<file path="src/design/pfm_pkg.sv">
// Purpose: shared constants and types for the permanent failure monitor
// Assumes: 50 MHz ref_clk, one-second evaluation tick
// Notes: register byte addresses are word aligned
package pfm_pkg;
    localparam int CLK_HZ = 50_000_000;
    localparam int TICK_PERIOD_S = 1;
    localparam int TICK_CYCLES_DEF = TICK_PERIOD_S * CLK_HZ;

    localparam int NCHK = 6;
    localparam int IDX_STACK = 0;
    localparam int IDX_CHG_OC = 1;
    localparam int IDX_DSG_OC = 2;
    localparam int IDX_CELL_OT = 3;
    localparam int IDX_FET_OT = 4;
    localparam int IDX_IMB = 5;

    localparam logic [7:0] CNT_MAX = 8'hff;
    localparam logic [15:0] RELAX_MAX = 16'hffff;

    localparam logic [7:0] ADDR_CTRL = 8'h00;
    localparam logic [7:0] ADDR_CELLS = 8'h04;
    localparam logic [7:0] ADDR_STACK_THR = 8'h08;
    localparam logic [7:0] ADDR_SLEEP_CUR = 8'h0c;
    localparam logic [7:0] ADDR_CHG_THR = 8'h10;
    localparam logic [7:0] ADDR_DSG_THR = 8'h14;
    localparam logic [7:0] ADDR_TEMP_THR = 8'h18;
    localparam logic [7:0] ADDR_DELAY_A = 8'h1c;
    localparam logic [7:0] ADDR_DELAY_B = 8'h20;
    localparam logic [7:0] ADDR_CHECK_MV = 8'h24;
    localparam logic [7:0] ADDR_RELAX_CUR = 8'h28;
    localparam logic [7:0] ADDR_IMB_THR = 8'h2c;
    localparam logic [7:0] ADDR_RELAX_DUR = 8'h30;
    localparam logic [7:0] ADDR_FAIL = 8'h34;
    localparam logic [7:0] ADDR_INT_STAT = 8'h38;
    localparam logic [7:0] ADDR_INT_CLR = 8'h3c;
    localparam logic [7:0] ADDR_INT_EN = 8'h40;
    localparam logic [7:0] ADDR_RELAX_CNT = 8'h44;

    localparam logic [5:0] RST_CTRL = 6'h3f;
    localparam logic [4:0] RST_CELLS = 5'h10;
    localparam logic [15:0] RST_STACK_THR = 16'h01f4;
    localparam logic [15:0] RST_SLEEP_CUR = 16'h0014;
    localparam logic [15:0] RST_CHG_THR = 16'h2710;
    localparam logic [15:0] RST_DSG_THR = 16'h8300;
    localparam logic [7:0] RST_CELL_OT = 8'h41;
    localparam logic [7:0] RST_FET_OT = 8'h55;
    localparam logic [7:0] RST_DELAY = 8'h05;
    localparam logic [15:0] RST_CHECK_MV = 16'h0dac;
    localparam logic [15:0] RST_RELAX_CUR = 16'h000a;
    localparam logic [15:0] RST_IMB_THR = 16'h01f4;
    localparam logic [15:0] RST_RELAX_DUR = 16'h0064;

    typedef struct packed {
        logic [19:0] stack_mv;
        logic [19:0] cell_sum_mv;
        logic [15:0] max_cell_mv;
        logic [15:0] min_cell_mv;
        logic [15:0] current;
        logic [15:0] meas_abs_current;
        logic [7:0] max_cell_temp;
        logic [7:0] fet_temp;
    } pfm_meas_type;
endpackage

</file>
<file path="src/design/pfm_monitor.sv">
// Purpose: permanent failure monitor with register port and interrupt
// Assumes: measurements are synchronous to ref_clk and refreshed before each tick
// Notes: read data appear the cycle after the read strobe, zero otherwise
`timescale 1ns/1ps
module pfm_monitor
    import pfm_pkg::*;
#(
    parameter int unsigned TICK_CYCLES = TICK_CYCLES_DEF
) (
    input wire logic ref_clk,
    input wire logic nrst,
    input wire pfm_meas_type meas,
    input wire logic [7:0] reg_addr,
    input wire logic [31:0] reg_wdata,
    input wire logic reg_wr,
    input wire logic reg_rd,
    output logic [31:0] reg_rdata,
    output logic irq,
    output logic stack_mismatch_fail_flag,
    output logic charge_overcurrent_fail,
    output logic discharge_overcurrent_fail,
    output logic cell_overtemp_fail,
    output logic fet_overtemp_fail,
    output logic imbalance_at_rest_fail
);
    logic tick;
    logic [5:0] chk_en;
    logic [4:0] cell_count;
    logic [15:0] stack_thr;
    logic [15:0] sleep_cur;
    logic [15:0] chg_thr;
    logic [15:0] dsg_thr;
    logic [7:0] cell_ot_thr;
    logic [7:0] fet_ot_thr;
    logic [7:0] dly [NCHK];
    logic [15:0] check_mv;
    logic [15:0] relax_cur;
    logic [15:0] imb_thr;
    logic [15:0] relax_dur;
    logic [15:0] relax_cnt;
    logic [5:0] int_stat;
    logic [5:0] int_en;
    logic [NCHK-1:0] cond;
    logic [NCHK-1:0] fail;
    logic [NCHK-1:0] fail_set;
    logic [7:0] cnt [NCHK];

    pfm_tick #(
        .TICK_CYCLES(TICK_CYCLES)
    ) u_tick (
        .ref_clk(ref_clk),
        .nrst(nrst),
        .tick(tick)
    );

    // register write decode
    wire wr_ctrl = reg_wr && (reg_addr == ADDR_CTRL);
    wire wr_cells = reg_wr && (reg_addr == ADDR_CELLS);
    wire wr_stack_thr = reg_wr && (reg_addr == ADDR_STACK_THR);
    wire wr_sleep_cur = reg_wr && (reg_addr == ADDR_SLEEP_CUR);
    wire wr_chg_thr = reg_wr && (reg_addr == ADDR_CHG_THR);
    wire wr_dsg_thr = reg_wr && (reg_addr == ADDR_DSG_THR);
    wire wr_temp_thr = reg_wr && (reg_addr == ADDR_TEMP_THR);
    wire wr_delay_a = reg_wr && (reg_addr == ADDR_DELAY_A);
    wire wr_delay_b = reg_wr && (reg_addr == ADDR_DELAY_B);
    wire wr_check_mv = reg_wr && (reg_addr == ADDR_CHECK_MV);
    wire wr_relax_cur = reg_wr && (reg_addr == ADDR_RELAX_CUR);
    wire wr_imb_thr = reg_wr && (reg_addr == ADDR_IMB_THR);
    wire wr_relax_dur = reg_wr && (reg_addr == ADDR_RELAX_DUR);
    wire wr_int_clr = reg_wr && (reg_addr == ADDR_INT_CLR);
    wire wr_int_en = reg_wr && (reg_addr == ADDR_INT_EN);

    always_ff @(posedge ref_clk or negedge nrst) begin
        if (!nrst) begin
            chk_en <= RST_CTRL;
            cell_count <= RST_CELLS;
            stack_thr <= RST_STACK_THR;
            sleep_cur <= RST_SLEEP_CUR;
            chg_thr <= RST_CHG_THR;
            dsg_thr <= RST_DSG_THR;
            cell_ot_thr <= RST_CELL_OT;
            fet_ot_thr <= RST_FET_OT;
            check_mv <= RST_CHECK_MV;
            relax_cur <= RST_RELAX_CUR;
            imb_thr <= RST_IMB_THR;
            relax_dur <= RST_RELAX_DUR;
            int_en <= 6'h00;
        end else begin
            if (wr_ctrl) chk_en <= reg_wdata[5:0];
            if (wr_cells) cell_count <= reg_wdata[4:0];
            if (wr_stack_thr) stack_thr <= reg_wdata[15:0];
            if (wr_sleep_cur) sleep_cur <= reg_wdata[15:0];
            if (wr_chg_thr) chg_thr <= reg_wdata[15:0];
            if (wr_dsg_thr) dsg_thr <= reg_wdata[15:0];
            if (wr_temp_thr) begin
                cell_ot_thr <= reg_wdata[7:0];
                fet_ot_thr <= reg_wdata[15:8];
            end
            if (wr_check_mv) check_mv <= reg_wdata[15:0];
            if (wr_relax_cur) relax_cur <= reg_wdata[15:0];
            if (wr_imb_thr) imb_thr <= reg_wdata[15:0];
            if (wr_relax_dur) relax_dur <= reg_wdata[15:0];
            if (wr_int_en) int_en <= reg_wdata[5:0];
        end
    end

    // delays: charge, discharge, cell temp, fet temp in one word; stack, imbalance in another
    always_ff @(posedge ref_clk or negedge nrst) begin
        if (!nrst) begin
            for (int i = 0; i < NCHK; i++) begin
                dly[i] <= RST_DELAY;
            end
        end else begin
            if (wr_delay_a) begin
                dly[IDX_CHG_OC] <= reg_wdata[7:0];
                dly[IDX_DSG_OC] <= reg_wdata[15:8];
                dly[IDX_CELL_OT] <= reg_wdata[23:16];
                dly[IDX_FET_OT] <= reg_wdata[31:24];
            end
            if (wr_delay_b) begin
                dly[IDX_STACK] <= reg_wdata[7:0];
                dly[IDX_IMB] <= reg_wdata[15:8];
            end
        end
    end

    // stack versus cell sum
    wire [19:0] stack_diff = (meas.stack_mv >= meas.cell_sum_mv) ? meas.stack_mv - meas.cell_sum_mv
                                                                 : meas.cell_sum_mv - meas.stack_mv;
    wire [20:0] stack_limit = 21'(stack_thr) * 21'(cell_count);
    // load steps between samples make the two sums disagree, so skip under current
    wire stack_skip = meas.meas_abs_current > sleep_cur;
    assign cond[IDX_STACK] = chk_en[IDX_STACK] & ~stack_skip & ({1'b0, stack_diff} >= stack_limit);

    // overcurrent and overtemperature
    assign cond[IDX_CHG_OC] = chk_en[IDX_CHG_OC] & ($signed(meas.current) >= $signed(chg_thr));
    assign cond[IDX_DSG_OC] = chk_en[IDX_DSG_OC] & ($signed(meas.current) >= $signed(dsg_thr));
    assign cond[IDX_CELL_OT] = chk_en[IDX_CELL_OT] & ($signed(meas.max_cell_temp) >= $signed(cell_ot_thr));
    assign cond[IDX_FET_OT] = chk_en[IDX_FET_OT] & (meas.fet_temp >= fet_ot_thr);

    // imbalance at rest
    // one extra bit so full-scale negative current stays positive
    wire [16:0] cur_ext = {meas.current[15], meas.current};
    wire [16:0] abs_cur = cur_ext[16] ? (~cur_ext + 17'h00001) : cur_ext;
    wire rest_volt_ok = meas.max_cell_mv >= check_mv;
    wire rest_cur_ok = abs_cur < {1'b0, relax_cur};
    wire rest_cond = chk_en[IDX_IMB] & rest_volt_ok & rest_cur_ok;
    wire rest_qual = rest_cond & (relax_cnt >= relax_dur);
    wire [15:0] imb_delta = (meas.max_cell_mv >= meas.min_cell_mv) ? meas.max_cell_mv - meas.min_cell_mv
                                                                   : 16'h0000;
    assign cond[IDX_IMB] = rest_qual & (imb_delta >= imb_thr);
    wire [15:0] next_relax_cnt = !tick ? relax_cnt
                                : (!rest_cond ? 16'h0000 : (relax_cnt == RELAX_MAX ? relax_cnt : relax_cnt + 16'h0001));

    always_ff @(posedge ref_clk or negedge nrst) begin
        if (!nrst) begin
            relax_cnt <= 16'h0000;
        end else begin
            relax_cnt <= next_relax_cnt;
        end
    end

    // one persistence stage per check; delays come from dly
    for (genvar g = 0; g < NCHK; g++) begin : g_chk
        pfm_persist u_persist (
            .ref_clk(ref_clk),
            .nrst(nrst),
            .tick(tick),
            .cond(cond[g]),
            .delay(dly[g]),
            .count(cnt[g]),
            .fail(fail[g]),
            .fail_set(fail_set[g])
        );
    end

    assign stack_mismatch_fail_flag = fail[IDX_STACK];
    assign charge_overcurrent_fail = fail[IDX_CHG_OC];
    assign discharge_overcurrent_fail = fail[IDX_DSG_OC];
    assign cell_overtemp_fail = fail[IDX_CELL_OT];
    assign fet_overtemp_fail = fail[IDX_FET_OT];
    assign imbalance_at_rest_fail = fail[IDX_IMB];

    // interrupt status: a new failure wins over a same-cycle clear
    wire [5:0] int_clr_mask = wr_int_clr ? reg_wdata[5:0] : 6'h00;
    wire [5:0] next_int_stat = (int_stat & ~int_clr_mask) | fail_set;
    assign irq = |(int_stat & int_en);

    always_ff @(posedge ref_clk or negedge nrst) begin
        if (!nrst) begin
            int_stat <= 6'h00;
        end else begin
            int_stat <= next_int_stat;
        end
    end

    // read selection; unmapped and write-only addresses read zero
    wire [31:0] rd_mux =
        (reg_addr == ADDR_CTRL) ? {26'h0, chk_en} :
        (reg_addr == ADDR_CELLS) ? {27'h0, cell_count} :
        (reg_addr == ADDR_STACK_THR) ? {16'h0, stack_thr} :
        (reg_addr == ADDR_SLEEP_CUR) ? {16'h0, sleep_cur} :
        (reg_addr == ADDR_CHG_THR) ? {16'h0, chg_thr} :
        (reg_addr == ADDR_DSG_THR) ? {16'h0, dsg_thr} :
        (reg_addr == ADDR_TEMP_THR) ? {16'h0, fet_ot_thr, cell_ot_thr} :
        (reg_addr == ADDR_DELAY_A) ? {dly[IDX_FET_OT], dly[IDX_CELL_OT], dly[IDX_DSG_OC], dly[IDX_CHG_OC]} :
        (reg_addr == ADDR_DELAY_B) ? {16'h0, dly[IDX_IMB], dly[IDX_STACK]} :
        (reg_addr == ADDR_CHECK_MV) ? {16'h0, check_mv} :
        (reg_addr == ADDR_RELAX_CUR) ? {16'h0, relax_cur} :
        (reg_addr == ADDR_IMB_THR) ? {16'h0, imb_thr} :
        (reg_addr == ADDR_RELAX_DUR) ? {16'h0, relax_dur} :
        (reg_addr == ADDR_FAIL) ? {26'h0, fail} :
        (reg_addr == ADDR_INT_STAT) ? {26'h0, int_stat} :
        (reg_addr == ADDR_INT_EN) ? {26'h0, int_en} :
        (reg_addr == ADDR_RELAX_CNT) ? {16'h0, relax_cnt} : 32'h0;
    wire [31:0] next_rdata = reg_rd ? rd_mux : 32'h0;

    always_ff @(posedge ref_clk or negedge nrst) begin
        if (!nrst) begin
            reg_rdata <= 32'h0;
        end else begin
            reg_rdata <= next_rdata;
        end
    end

    // failures and stack check
    chk_fail_sticky: assert property (@(posedge ref_clk) disable iff (!nrst)
        ##1 ((fail & $past(fail)) == $past(fail)))
        else $error("failure flag dropped before reset");

    chk_stack_limit: assert property (@(posedge ref_clk) disable iff (!nrst)
        (tick && chk_en[IDX_STACK] && !stack_skip && ({1'b0, stack_diff} >= 21'(stack_thr) * 21'(cell_count)))
        |=> (cnt[IDX_STACK] != 8'h00))
        else $error("stack mismatch not counted");

    chk_stack_skip: assert property (@(posedge ref_clk) disable iff (!nrst)
        (tick && meas.meas_abs_current > sleep_cur) |=> (cnt[IDX_STACK] == 8'h00))
        else $error("stack check not skipped under current");

    chk_stack_disabled: assert property (@(posedge ref_clk) disable iff (!nrst)
        (tick && !chk_en[IDX_STACK]) |=> (cnt[IDX_STACK] == 8'h00))
        else $error("disabled stack check still counting");

    chk_stack_fail_time: assert property (@(posedge ref_clk) disable iff (!nrst)
        (tick && cond[IDX_STACK] && ({1'b0, cnt[IDX_STACK]} + 9'h001 >= {1'b0, dly[IDX_STACK]}))
        |=> stack_mismatch_fail_flag)
        else $error("stack mismatch failure late");

    // overcurrent and overtemperature
    chk_chg_below: assert property (@(posedge ref_clk) disable iff (!nrst)
        (tick && $signed(meas.current) < $signed(chg_thr)) |=> (cnt[IDX_CHG_OC] == 8'h00))
        else $error("charge overcurrent counted below threshold");

    chk_dsg_below: assert property (@(posedge ref_clk) disable iff (!nrst)
        (tick && $signed(meas.current) < $signed(dsg_thr)) |=> (cnt[IDX_DSG_OC] == 8'h00))
        else $error("discharge overcurrent counted below threshold");

    chk_dsg_count: assert property (@(posedge ref_clk) disable iff (!nrst)
        (tick && chk_en[IDX_DSG_OC] && $signed(meas.current) >= $signed(dsg_thr)
         && cnt[IDX_DSG_OC] != CNT_MAX) |=> (cnt[IDX_DSG_OC] == $past(cnt[IDX_DSG_OC]) + 8'h01))
        else $error("discharge overcurrent not counted");

    chk_cell_ot_count: assert property (@(posedge ref_clk) disable iff (!nrst)
        (tick && chk_en[IDX_CELL_OT] && $signed(meas.max_cell_temp) >= $signed(cell_ot_thr)
         && cnt[IDX_CELL_OT] != CNT_MAX) |=> (cnt[IDX_CELL_OT] == $past(cnt[IDX_CELL_OT]) + 8'h01))
        else $error("cell overtemperature not counted");

    chk_fet_ot_below: assert property (@(posedge ref_clk) disable iff (!nrst)
        (tick && meas.fet_temp < fet_ot_thr) |=> (cnt[IDX_FET_OT] == 8'h00))
        else $error("fet overtemperature counted below threshold");

    // rest qualification and imbalance
    chk_rest_volt: assert property (@(posedge ref_clk) disable iff (!nrst)
        (tick && meas.max_cell_mv < check_mv) |=> (relax_cnt == 16'h0000 && cnt[IDX_IMB] == 8'h00))
        else $error("imbalance evaluated below check voltage");

    chk_rest_current: assert property (@(posedge ref_clk) disable iff (!nrst)
        (tick && abs_cur >= {1'b0, relax_cur}) |=> (relax_cnt == 16'h0000 && cnt[IDX_IMB] == 8'h00))
        else $error("imbalance evaluated under current");

    chk_rest_qualify: assert property (@(posedge ref_clk) disable iff (!nrst)
        (tick && relax_cnt < relax_dur) |=> (cnt[IDX_IMB] == 8'h00))
        else $error("imbalance counted before relax duration");

    chk_relax_clear: assert property (@(posedge ref_clk) disable iff (!nrst)
        (tick && !rest_cond) |=> (relax_cnt == 16'h0000))
        else $error("relax counter not cleared");

    chk_relax_step: assert property (@(posedge ref_clk) disable iff (!nrst)
        (tick && rest_cond && relax_cnt != RELAX_MAX) |=> (relax_cnt == $past(relax_cnt) + 16'h0001))
        else $error("relax counter did not advance");

    chk_relax_hold: assert property (@(posedge ref_clk) disable iff (!nrst)
        !tick |=> $stable(relax_cnt))
        else $error("relax counter moved without tick");

    chk_imb_count: assert property (@(posedge ref_clk) disable iff (!nrst)
        (tick && rest_qual && imb_delta >= imb_thr && cnt[IDX_IMB] == 8'h00) |=> (cnt[IDX_IMB] == 8'h01))
        else $error("imbalance not counted when qualified");

    // interrupt and register port
    chk_int_set: assert property (@(posedge ref_clk) disable iff (!nrst)
        (fail_set != 6'h00) |=> ((int_stat & $past(fail_set)) == $past(fail_set)))
        else $error("interrupt status missed a failure");

    // a clear only drops bits that no failure sets in that cycle
    chk_int_clear: assert property (@(posedge ref_clk) disable iff (!nrst)
        (wr_int_clr && ((fail_set & reg_wdata[5:0]) == 6'h00)) |=> ((int_stat & $past(reg_wdata[5:0])) == 6'h00))
        else $error("interrupt status not cleared");

    // read data are zero outside the answer cycle, so an or-tree of slaves is safe
    chk_rdata_idle: assert property (@(posedge ref_clk) disable iff (!nrst)
        !reg_rd |=> (reg_rdata == 32'h0))
        else $error("read data not zero outside a read");

    chk_rdata_fail: assert property (@(posedge ref_clk) disable iff (!nrst)
        (reg_rd && reg_addr == ADDR_FAIL) |=> (reg_rdata == {26'h0, $past(fail)}))
        else $error("failure flags read back wrong");

    chk_rdata_stat: assert property (@(posedge ref_clk) disable iff (!nrst)
        (reg_rd && reg_addr == ADDR_INT_STAT) |=> (reg_rdata == {26'h0, $past(int_stat)}))
        else $error("interrupt status read back wrong");

    // main scenarios
    cov_stack_fail: cover property (@(posedge ref_clk) disable iff (!nrst) $rose(stack_mismatch_fail_flag));
    cov_dsg_fail: cover property (@(posedge ref_clk) disable iff (!nrst) $rose(discharge_overcurrent_fail));
    cov_imb_fail: cover property (@(posedge ref_clk) disable iff (!nrst) $rose(imbalance_at_rest_fail));
    cov_rest_qual: cover property (@(posedge ref_clk) disable iff (!nrst) tick && rest_qual);
    cov_irq: cover property (@(posedge ref_clk) disable iff (!nrst) $rose(irq));
endmodule

</file>
<file path="src/design/pfm_tick.sv">
// Purpose: one-second evaluation tick from ref_clk
// Assumes: TICK_CYCLES at least 2
// Notes: tick is a one-cycle enable pulse
`timescale 1ns/1ps
module pfm_tick
    import pfm_pkg::*;
#(
    parameter int unsigned TICK_CYCLES = TICK_CYCLES_DEF
) (
    input wire logic ref_clk,
    input wire logic nrst,
    output logic tick
);
    logic [31:0] div_cnt;
    wire div_wrap = (div_cnt == 32'(TICK_CYCLES - 1));
    wire [31:0] next_div_cnt = div_wrap ? 32'h0 : div_cnt + 32'h1;

    always_ff @(posedge ref_clk or negedge nrst) begin
        if (!nrst) begin
            div_cnt <= 32'h0;
            tick <= 1'b0;
        end else begin
            div_cnt <= next_div_cnt;
            tick <= div_wrap;
        end
    end
endmodule

</file>
<file path="src/design/pfm_persist.sv">
// Purpose: persistence counter and latched failure for one check
// Assumes: tick is a one-cycle pulse
// Notes: delay 0 and 1 both trip on the first qualifying tick
`timescale 1ns/1ps
module pfm_persist
    import pfm_pkg::*;
(
    input wire logic ref_clk,
    input wire logic nrst,
    input wire logic tick,
    input wire logic cond,
    input wire logic [7:0] delay,
    output logic [7:0] count,
    output logic fail,
    output logic fail_set
);
    wire [8:0] next_run = {1'b0, count} + 9'h001;
    wire hit = tick & cond & (next_run >= {1'b0, delay});
    // saturate so a long condition never wraps back below delay
    wire [7:0] next_count = !tick ? count : (!cond ? 8'h00 : (count == CNT_MAX ? count : next_run[7:0]));
    wire next_fail = fail | hit;

    assign fail_set = hit & ~fail;

    always_ff @(posedge ref_clk or negedge nrst) begin
        if (!nrst) begin
            count <= 8'h00;
            fail <= 1'b0;
        end else begin
            count <= next_count;
            fail <= next_fail;
        end
    end

    chk_count_advance: assert property (@(posedge ref_clk) disable iff (!nrst)
        (tick && cond && count != CNT_MAX) |=> (count == $past(count) + 8'h01))
        else $error("persistence count did not advance");
    chk_count_clear: assert property (@(posedge ref_clk) disable iff (!nrst)
        (tick && !cond) |=> (count == 8'h00))
        else $error("persistence count not cleared");
    chk_count_hold: assert property (@(posedge ref_clk) disable iff (!nrst)
        !tick |=> $stable(count))
        else $error("persistence count moved without tick");
    chk_fail_timing: assert property (@(posedge ref_clk) disable iff (!nrst)
        (tick && cond && ({1'b0, count} + 9'h001 >= {1'b0, delay})) |=> fail)
        else $error("failure not raised after delay");
    chk_fail_early: assert property (@(posedge ref_clk) disable iff (!nrst)
        (!fail && !(tick && cond && ({1'b0, count} + 9'h001 >= {1'b0, delay}))) |=> !fail)
        else $error("failure raised before delay");
endmodule

</file>
<file path="config.mk">
export PLATFORM = sky130hd
export DESIGN_NAME = pfm_monitor
export DESIGN_NICKNAME = d
export VERILOG_FILES = /design/src/design/pfm_pkg.sv /design/src/design/pfm_monitor.sv /design/src/design/pfm_tick.sv /design/src/design/pfm_persist.sv
export SDC_FILE = /design/constraint.sdc
export NUM_CORES = 1
export LEC_CHECK = 0
export ABC_CLOCK_PERIOD_IN_PS = 15000
export BUFFER_PORTS_ARGS = -buffer_cell sky130_fd_sc_hd__buf_2
export CAP_MARGIN = 30
export CORE_MARGIN = 2
export CORE_UTILIZATION = 60
export CTS_BUF_LIST = sky130_fd_sc_hd__clkbuf_8
export CTS_CLUSTER_SIZE = 12
export DETAILED_ROUTE_END_ITERATION = 10
export PLACE_DENSITY = 0.92
export SETUP_SLACK_MARGIN = 0.05
export SYNTH_ARGS = -nofsm -noshare
export SYNTH_HDL_FRONTEND = slang
export SYNTH_HIERARCHICAL = 1
export SYNTH_SLANG_ARGS = --single-unit
</file>
<file path="constraint.sdc">
create_clock -name ref_clk -period 15 [get_ports ref_clk]
set_clock_uncertainty 0.15 [all_clocks]
set_input_delay 0.75 -clock ref_clk [delete_from_list [all_inputs] [get_ports ref_clk]]
set_output_delay 0.75 -clock ref_clk [all_outputs]
set_load 0.02 [all_outputs]
</file>
* Yosys cells after proc, flatten, opt, wreduce, memory -nomap -nowiden
Cells that the tools add are included.
** Word-level totals
- Register bits after elaboration :: 350
- Bits in latches :: 0
- Bits in writable memories :: 0
- Bits in read-only memories :: 0
- Input port bits :: 164
- Output and inout bits :: 39
- Logic and storage cells :: 206
- Memories kept :: 0
** Operators by class
- Add/sub/neg operators :: 12
- Multipliers :: 1
- Divide/modulo/power cells :: 0
- $lt $le $gt $ge :: 18
- Eq/ne operators :: 32
- Shift operators :: 0
- Mux-type cells :: 37
- Bitwise logic cells :: 46
- Reduce and logical (&&, ||, !) cells :: 24
** Operators by type and width (number)
- 2-to-1 mux 32 bit :: 10
- 2-to-1 mux 16 bit :: 12
- greater-or-equal comparator 16 bit :: 6
- 2-to-1 mux 8 bit :: 12
- equality test 8 x 6 -> 1 bit (second input constant) :: 8
- adder 8 x 1 -> 9 bit (second input constant) :: 6
- greater-or-equal comparator 9 x 8 -> 1 bit :: 6
- equality test 8 bit (second input constant) :: 6
- subtractor 20 bit :: 2
- adder 32 x 1 -> 32 bit (second input constant) :: 1
- equality test 32 x 26 -> 1 bit (second input constant) :: 1
- equality test 8 x 5 -> 1 bit (second input constant) :: 4
- AND 1 bit :: 28
- greater-or-equal comparator 20 x 21 -> 1 bit :: 1
- multiplier 16 x 5 -> 21 bit :: 1
- greater-or-equal comparator 20 bit :: 1
- 2-to-1 mux 20 bit :: 1
- adder 17 x 1 -> 17 bit (second input constant) :: 1
- < comparator 17 x 16 -> 1 bit :: 1
- 2-to-1 mux 17 bit :: 1
- inverter 17 bit :: 1
- adder 16 x 1 -> 16 bit (second input constant) :: 1
- equality test 16 bit (second input constant) :: 1
- equality test 8 x 4 -> 1 bit (second input constant) :: 2
- other kinds (16) :: 56

* Logic depth before layout (Yosys ltp)
Gate-level depths: netlist of the first run.
- Depth after elaboration :: 19
- Mapped depth :: 27

* By module
The synthesis of the first run kept the hierarchy.
** By module, submodules not included
- pfm_monitor :: instances 1, cells each 2146, area an instance 20517.2 µm², sequential area each 6655.1 µm²
- pfm_persist :: instances 6, cells each 78, area an instance 723.2 µm², sequential area each 225.2 µm²
- pfm_tick :: instances 1, cells each 167, area an instance 1671.6 µm², sequential area each 825.8 µm²

* Worst setup path after synthesis of the first run
OpenSTA, ideal clock, no wires.
- Path kind :: reg2reg
- Start :: reg cell_count[4]
- End :: reg g_chk[0].u_persist.count[0]
- Library setup time :: 64 ps
- Arrival time :: 6278 ps
- Data required time :: 14786 ps
- Setup slack :: 8508 ps
- Cell stages (with the launch flop) :: 25
- Clock period less this slack :: 6492 ps
- Cells stage by stage :: dfstp_2 > clkbuf_1 > and2_1 > fa_1 > fa_1 > inv_1 > fa_1 > inv_1 > ha_1 > o21a_1 > o21ai_0 > nand2b_1 > a31o_2 > a41o_1 > o41a_1 > a211o_1 > a21o_1 > xnor2_1 > ha_1 > a211oi_1 > a221o_1 > nor3_1 > nand2_1 > a31oi_2 > mux2_4
** Between the ends
- Longest elaborated chain between the ends :: 5
- Elaborated cells between the ends (all ways) :: 6
- Those cells by class :: mul: 1; order compare: 1; eq/ne: 1; mux: 1; bitwise: 1; reduce/logical: 1
** Ends and longest elaborated chain
- start, declared :: line pfm_monitor.sv:28 : logic [4:0] cell_count;
- start signal, assigned :: line pfm_monitor.sv:90 : if (wr_cells) cell_count <= reg_wdata[4:0];
- multiplier 16 x 5 -> 21 bit (*) :: line pfm_monitor.sv:130 : wire [20:0] stack_limit = 21'(stack_thr) * 21'(cell_count);
- greater-or-equal comparator 20 x 21 -> 1 bit (*) :: line pfm_monitor.sv:133 : assign cond[IDX_STACK] = chk_en[IDX_STACK] & ~stack_skip & ({1'b0, stack_diff} >= stack_limit);
- AND 1 bit (*) :: line pfm_monitor.sv:133
- via cond[0] :: line pfm_monitor.sv:43 : logic [NCHK-1:0] cond;
- inequality test 2 bit (no line)
- AND reduction 2 bit (no line)
- end signal, assigned :: line pfm_persist.sv:30 : count <= next_count;
- end, declared :: line pfm_persist.sv:13 : output logic [7:0] count,
Mark *: on every way through the listed nets, which the timed path passes. The rest lies on a longest branch.
A chain may end at the register's enable or synchronous reset.

* Final worst setup path of the first run
- Start :: reg cell_count[2]
- End :: reg g_chk[0].u_persist.count[5]
The elaborated chain is that of the path after synthesis.

==> results of run 1 <==
routing by layer:
layer | GRT usage [%] | vias up | part of all wire, %
met5 | 0 | - | 0.053
met4 | 24.3 | 6 | 7.8
met3 | 8.21 | 426 | 9.4
met2 | 57.8 | 1410 | 46
met1 | 41.6 | 11300 | 37
li1 | - | 10300 | -
final timing paths:
| kind | start | to | slack [ps] | cells past startpoint |
|---|---|---|---|---|
| min in group ref_clk | reg_wdata[19] | dly[19] | 200 | 2 |
| max in group asynchronous | nrst | relax_dur[3] | 13230 | 2 |
| hold / removal | nrst | u_tick/div_cnt[25] | 30 | 1 |
| setup reg to reg | cell_count[2] | g_chk[0].u_persist/count[5] | 8150 | 25 |
| setup / recovery | cell_count[2] | g_chk[0].u_persist/count[5] | 8150 | 25 |
| hold reg to reg | relax_dur[4] | relax_dur[4] | 360 | 1 |
layout by cell type (no fill, tap or decap), drive strengths merged, types with 27 or more instances in the layout:
master and instances:
a21oi 167, xnor2 61, o21ai 154, fa 45
clkbuf 66, ha 288, nand3 70, a21o 50
dfstp 59, buf 219, nand4 55, inv 334
nor2b 28, nand2b 30, and2 86, nor3 28
nor2 126, nand2 170, a22oi 31, mux2 217
xor2 48, dfrtp 291, o22ai 27, o21a 28
flip-flops by register name, indices dropped and copies added, names as in the netlist, 16 cells and up:
name                   count
check_mv                  16
relax_cur                 16
g_chk.u_persist/count     48
dsg_thr                   16
sleep_cur                 16
dly                       48
chg_thr                   16
u_tick/div_cnt            32
reg_rdata                 32
stack_thr                 16
relax_dur                 16
imb_thr                   16
relax_cnt                 16
worst max-delay path: stages, from the launching register on:
cell and delay (ps):
sky130_fd_sc_hd__dfrtp_1 670, sky130_fd_sc_hd__and2_1 230, sky130_fd_sc_hd__fa_1 450, sky130_fd_sc_hd__fa_1 540
sky130_fd_sc_hd__inv_1 50, sky130_fd_sc_hd__fa_1 520, sky130_fd_sc_hd__inv_1 40, sky130_fd_sc_hd__ha_1 340
sky130_fd_sc_hd__o21a_1 200, sky130_fd_sc_hd__o21ai_0 190, sky130_fd_sc_hd__nand2b_1 110, sky130_fd_sc_hd__a31o_2 240
sky130_fd_sc_hd__a41o_1 260, sky130_fd_sc_hd__o41a_1 330, sky130_fd_sc_hd__a211o_1 300, sky130_fd_sc_hd__a21o_1 190
sky130_fd_sc_hd__xnor2_1 170, sky130_fd_sc_hd__ha_1 210, sky130_fd_sc_hd__a211oi_1 80, sky130_fd_sc_hd__a221o_1 330
sky130_fd_sc_hd__nor3_1 200, sky130_fd_sc_hd__buf_2 260, sky130_fd_sc_hd__nand2_1 170, sky130_fd_sc_hd__a31oi_2 310
sky130_fd_sc_hd__o21ai_0 150, sky130_fd_sc_hd__nand2_1 80
final cells by class:
type | instances | area [µm²] | share of cell area (%)
multi-input combinational | 2026 | 16100 | 55.1
inverter | 311 | 1170 | 3.99
clock buffer | 65 | 895 | 3.06
antenna | 10 | 25.0 | 0.0855
timing repair buffer | 220 | 1180 | 4.03
tap | 592 | 741 | 2.53
clock inverter | 41 | 294 | 1.00
sequential | 350 | 8830 | 30.2
per-stage QoR:
stage               worst slack, ps  util (%)
CTS                            8250      66.5
floorplan                      8510         -
global route                   7810      66.6
global placement               7870      63.7
detailed placement             8270      63.8
finish                         8150      66.6
cell families after synthesis:
group,Yosys count
AO/OA/AOI/OAI,649
XOR/XNOR,109
adder cells (fa/ha/maj),333
buffers and inverters,405
flip-flops,350
multiplexers,231
AND/OR/NAND/NOR,704
power by group through the flow:
stage | Combinational, µW | Sequential, µW | Clock (µW)
2_1_floorplan | 248 | 1010 | 0
3_3_place_gp | 361 | 1020 | 0
3_5_place_dp | 383 | 1030 | 0
4_1_cts | 387 | 1010 | 875
5_1_grt | 436 | 1010 | 919
6_report | 395 | 1010 | 873
==> impl_metrics.yaml, run 1 <==
clocking:
  cts_max_level: 2
  post_cts.repair.setup_buffers: 0
  cts_resized: 0
  number_of_buffers_on_the_longest_clock_path: 3
  ctsHoldBuffers: 0
  tritoncts: "done"
  clk_pin_slew_worst_paths_ps: 60
  clock_tree.root_cell: "sky130_fd_sc_hd__clkbuf_8"
  cts_buffers: 56
  clk_latency_ps: 640
  clkSinkCount: 350
placed_design:
  finalWeightedCongestion: 0.992
  post_detailed_placement_half_perimeter_wirelength_um: 61900
  io_buffers: 202
  place_area_mm2: 0.0280
  dp_cells: 3498
timing:
  fmax_mhz: 146
  grt_setup_unrepaired: "false"
  min_period_ps: 6850
  final_cycle_utilization_of_the_critical_path_pct: 45.7
  tightestPinTransition_ps: 1020
  max_transition_viols_final: 0
  finalSetupTns_ps: 0
  hold_violations: 0
  final_worst_hold_slack_ps: 28.0
  max_slew_margin_pct: 32.2
  setup_viol: 0
synthesis:
  yosys_most_used_dff: "sky130_fd_sc_hd__dfrtp_1"
  synth.cell_area_mm2: 0.0265
  post_synth_mux_area_share_pct: 9.82
  area_fraction_in_compound_gates_after_synthesis_pct: 16.3
  synth.yosys.warnings: 6
  synthSimpleGateAreaFrac_pct: 13.9
  synthesis_stage_register_bit_count: 350
  post-synth-top-count-cell: "sky130_fd_sc_hd__inv_1"
  synth_commonest_cells: "sky130_fd_sc_hd__inv_1 (311), sky130_fd_sc_hd__dfrtp_1 (291), sky130_fd_sc_hd__ha_1 (288)"
  synthTopCellsByArea: "sky130_fd_sc_hd__dfrtp_1 (27%), sky130_fd_sc_hd__ha_1 (14%), sky130_fd_sc_hd__mux2_2 (9.0%), sky130_fd_sc_hd__dfstp_2 (5.8%), sky130_fd_sc_hd__inv_1 (4.4%)"
  syn_inst: 2781
  synth.yosys.seq_area_share_pct: 33.3
  postSynth.asyncResetShare_pct: 100
  synth-xor-area-share_pct: 3.77
  postSynthAreaPerCell_um2: 9.54
  synth-edff-count: 0
  synth_top_cell_area_share_pct: 27.5
  synth-adder-area-share_pct: 17.0
  synthesis.nets: 3278
  synth_top_family_by_area: "adder cells"
  synth_cell_type_count: 87
  synth_top_area_cell: "sky130_fd_sc_hd__dfrtp_1"
global_route:
  globalRoute.totalOverflow: 0
  grt_pass1_wl_um: 129000
  grt_use_total_pct: 35.4
  grt_max_degree: 169
  initial_antenna_violation_count: 13
  first_global_vias: 24000
detailed_routing:
  wl_per_cell_um: 22.9
  drcViolationCount: 0
  post_drt_via_cell_ratio: 6.49
  via_count: 23500
  tritonroute_pass_1_iters: 8
  ant_nets: 0
  drt_first_iter_violations: 2683
  postRouteWirelength_um: 82600
floorplanning:
  die_y_um: 214
  design.core.area_mm2: 0.0439
  core.rowCount: 77
  initial_core_util_pct: 60.4
  io-pin-count: 203
  die_area_mm2: 0.0459
  die_w_um: 214
pwr:
  total_power_uw: 2280
  p_seq_share_pct: 44.4
  net_switching_power_of_the_design_uw: 675
  static-leakage-power_uw: 0.0142
  cellPowerDensity_mw_per_mm2: 78.0
  share_comb_of_total_power_pct: 17.3
  power.clock.fraction_pct: 38.3
  internal_power_uw: 1610
  ir_drop_mv: 0.0807
  sw_frac_of_total_pct: 29.6
critical_path:
  worst-endpoint-arrival_ps: 7270
  crit_path_max_fanout: 18
  path_class: "reg2reg"
  worst-endpoint-required_ps: 15420
  setup.worst_path.start_class: "register"
  end_kind: "register"
worst_hold_path:
  hold_path.class: "in2async"
finish:
  instances_no_fill: 3615
  syn_to_final_growth_pct: 10.3
  layout_cells_sized_above_1_pct: 20.9
  nNetsFinal: 3462
  number_of_fillers_in_the_final_layout: 3248
  postLayoutCellArea_mm2: 0.0293
status:
  status: "completed"
run:
  cap_viol_max_count: 0
No activity file was read; power rests on OpenSTA's default activity.
==> inputs of run 2 (changes only) <==
--- a/config.mk
+++ b/config.mk
@@ -5,7 +5,8 @@
 export SDC_FILE = /design/constraint.sdc
 export NUM_CORES = 1
 export LEC_CHECK = 0
-export ABC_CLOCK_PERIOD_IN_PS = 15000
+export ABC_AREA = 1
+export ABC_CLOCK_PERIOD_IN_PS = 6570
 export BUFFER_PORTS_ARGS = -buffer_cell sky130_fd_sc_hd__buf_2
 export CAP_MARGIN = 30
 export CORE_MARGIN = 2
@@ -13,7 +14,7 @@
 export CTS_BUF_LIST = sky130_fd_sc_hd__clkbuf_8
 export CTS_CLUSTER_SIZE = 12
 export DETAILED_ROUTE_END_ITERATION = 10
-export PLACE_DENSITY = 0.92
+export PLACE_DENSITY = 0.91
 export SETUP_SLACK_MARGIN = 0.05
 export SYNTH_ARGS = -nofsm -noshare
 export SYNTH_HDL_FRONTEND = slang
==> constraint.sdc (replaced) <==
create_clock -name ref_clk -period 6.57 [get_ports ref_clk]
set_clock_uncertainty 0.15 [all_clocks]
set_input_delay 0.3285 -clock ref_clk [delete_from_list [all_inputs] [get_ports ref_clk]]
set_output_delay 0.3285 -clock ref_clk [all_outputs]
set_load 0.02 [all_outputs]
==> run 2 against run 1 <==
Compared with the run above: sequential cell count stayed put; synthesized area is 5.3% higher; utilization is 0.76 points higher; critical endpoint is now g_chk[0].u_persist/count[1].
==> impl_metrics.yaml, run 2 <==
status:
  status: "completed"
synthesis:
  synthesis.nets: 4241
  synth_cell_type_count: 63
  synth_top_area_cell: "sky130_fd_sc_hd__dfrtp_1"
  postSynthAreaPerCell_um2: 7.46
  synth_commonest_cells: "sky130_fd_sc_hd__nand2_1 (881), sky130_fd_sc_hd__inv_1 (671), sky130_fd_sc_hd__o21ai_0 (305)"
  synth.cell_area_mm2: 0.0279
  synth.yosys.seq_area_share_pct: 31.6
  synthesis_stage_register_bit_count: 350
  synth-edff-count: 0
  synth.yosys.warnings: 6
  post-synth-top-count-cell: "sky130_fd_sc_hd__nand2_1"
  synth_top_cell_area_share_pct: 26.1
  synthTopCellsByArea: "sky130_fd_sc_hd__dfrtp_1 (26%), sky130_fd_sc_hd__ha_1 (13%), sky130_fd_sc_hd__nand2_1 (12%), sky130_fd_sc_hd__inv_1 (9.0%), sky130_fd_sc_hd__dfstp_2 (5.5%)"
  yosys_most_used_dff: "sky130_fd_sc_hd__dfrtp_1"
  syn_inst: 3744
  postSynth.asyncResetShare_pct: 100
global_route:
  first_global_vias: 26000
  initial_antenna_violation_count: 3
  globalRoute.totalOverflow: 0
  grt_use_total_pct: 35.7
  grt_max_degree: 174
  grt_pass1_wl_um: 135000
critical_path:
  setup.worst_path.start: "stack_thr[2]"
  cpMaxStageDelayCell: "sky130_fd_sc_hd__dfstp_2"
  setup.worst_path.start_class: "register"
  critical_path.reg2reg.startpoint: "stack_thr[2]"
  crit_path_max_fanout: 5
  worst-endpoint-arrival_ps: 6610
  worst-endpoint-required_ps: 7030
  max_stage_delay_ps: 580
  r2r_cells: 33
  top_cell_by_count_worst_path: "sky130_fd_sc_hd__nand2_1"
  path_class: "reg2reg"
  end_kind: "register"
finish:
  syn_to_final_growth_pct: 11.5
  reg.largest.list: "dly (48), g_chk.u_persist/count (48)"
  nNetsFinal: 4469
  postLayoutCellArea_mm2: 0.0312
  layout_cells_sized_above_1_pct: 13.4
  final_cell_mix: "sky130_fd_sc_hd__nand2_1 (881), sky130_fd_sc_hd__inv_1 (696), sky130_fd_sc_hd__o21ai_0 (302)"
  layout.cells.most_common: "sky130_fd_sc_hd__nand2_1"
pwr:
  ir_drop_mv: 0.161
  internal_power_uw: 3790
  share_comb_of_total_power_pct: 18.2
  p_seq_share_pct: 41.9
  net_switching_power_of_the_design_uw: 1710
  sw_frac_of_total_pct: 31.0
  cellPowerDensity_mw_per_mm2: 176
  power.clock.fraction_pct: 39.9
  static-leakage-power_uw: 0.0163
detailed_routing:
  wl_per_cell_um: 18.7
  tritonroute_pass_1_iters: 6
  ant_nets: 0
  drt_first_iter_violations: 3520
  postRouteWirelength_um: 86600
  post_drt_via_cell_ratio: 5.87
  via_count: 27200
  drcViolationCount: 0
run:
  cap_viol_max_count: 0
timing:
  max_slew_margin_pct: 32.8
  final_cycle_utilization_of_the_critical_path_pct: 93.7
  hold_violations: 0
  min_period_ps: 6160
  fmax_mhz: 162
  max_transition_viols_final: 0
  tightestPinTransition_ps: 1010
  setup_viol: 0
  grt_setup_unrepaired: "false"
  finalSetupTns_ps: 0
  final_worst_hold_slack_ps: 17.3
  setup_slack_ps: 414
clocking:
  cts_max_level: 2
  clk_latency_ps: 720
  tritoncts: "done"
  cts_buffers: 60
  clk_pin_slew_worst_paths_ps: 70
  clkSinkCount: 350
  clock_tree.root_cell: "sky130_fd_sc_hd__clkbuf_8"
  number_of_buffers_on_the_longest_clock_path: 3
placed_design:
  finalWeightedCongestion: 0.998
  place_ws_ps: 298
  io_buffers: 202
  place_area_mm2: 0.0294
  post_detailed_placement_half_perimeter_wirelength_um: 62400
floorplanning:
  die_y_um: 220
  initial_core_util_pct: 60.4
  design.core.area_mm2: 0.0463
  io-pin-count: 203
  die_area_mm2: 0.0483
  die_w_um: 220
  core.rowCount: 79
worst_hold_path:
  cell_depth_of_the_worst_min_delay_path: 7
  hold_start: "reg_addr[5]"
  hold_path.class: "in2reg"
==> run 2: power groups by stage <==
stage | combinational, µW | clock (µW) | sequential, µW
floorplan | 626 | 0 | 2310
global placement | 916 | 0 | 2330
detailed placement | 945 | 0 | 2340
CTS | 973 | 2160 | 2300
global route | 1120 | 2280 | 2310
finish | 999 | 2190 | 2310
==> run 2: path summary, 6_finish.rpt <==
check	to	slack, ps
worst max-delay path	g_chk[0].u_persist/count[1]	410
worst min-delay path	relax_dur[5]	20
worst max register to register	g_chk[0].u_persist/count[1]	410
worst min register to register	cell_ot_thr[1]	340
max in group asynchronous	chg_thr[14]	4560
min in group asynchronous	reg_rdata[26]	230
==> run 2: final cells by class <==
type / instances / area, µm²
flip-flops and latches: 350 / 8830
repair buffers: 253 / 1510
clock buffers: 79 / 1090
well taps: 607 / 759
diodes: 3 / 7.51
multi-input cells: 2615 / 16100
clock inverters: 34 / 226
inverters: 692 / 2610
fillers: 3662 / 15100
==> run 2: per-stage QoR <==
stage / util, % / std cells / power [µW]
2_1_floorplan: - / 3744 / 2940
3_3_place_gp: 63.6 / 4479 / 3250
3_5_place_dp: 63.6 / 4480 / 3280
4_1_cts: 67.2 / 4626 / 5440
5_1_grt: 67.4 / 4633 / 5710
6_report: 67.4 / 4633 / 5500
==> run 2: cell families after synthesis <==
kind of cell               Yosys count  synth area share (%)
xor gates and xnor gates           133                  4.17
adders and majority gates          333                  16.1
muxes                               16                 0.645
AOI/OAI and AO/OA                  675                  13.9
DFF                                350                  31.6
buffers and inverters              779                  10.8
and+or+nand+nor                   1458                  22.8
==> run 2: timing repair <==
| action | 4_1_cts | 5_1_grt |
|---|---|---|
| endpoints found under the setup margin | 0 | 10 |
| buffers inserted | 0 | 3 |
| resized for setup | 0 | 10 |
| hold endpoints to repair | 136 | 0 |
| hold buffers | 33 | 0 |
==> run 2: worst max-delay path: cells and delay by family (launching register included) <==
kind            cells  cell delay (ps)
flops               1              580
compound gates      4              780
fa+ha+maj           5             2200
xor+xnor            1              120
simple gates       17             1590
buf+inv             6              620
==> run 2: layer usage <==
layer  share of wire (%)  vias up  global-route usage, %
met3                  10      388                   6.75
met1                  38    12700                   44.8
met2                  46     1645                   58.1
li1                    -    12500                      -
met4                 5.9        0                   19.3
met5                   0        -                      0
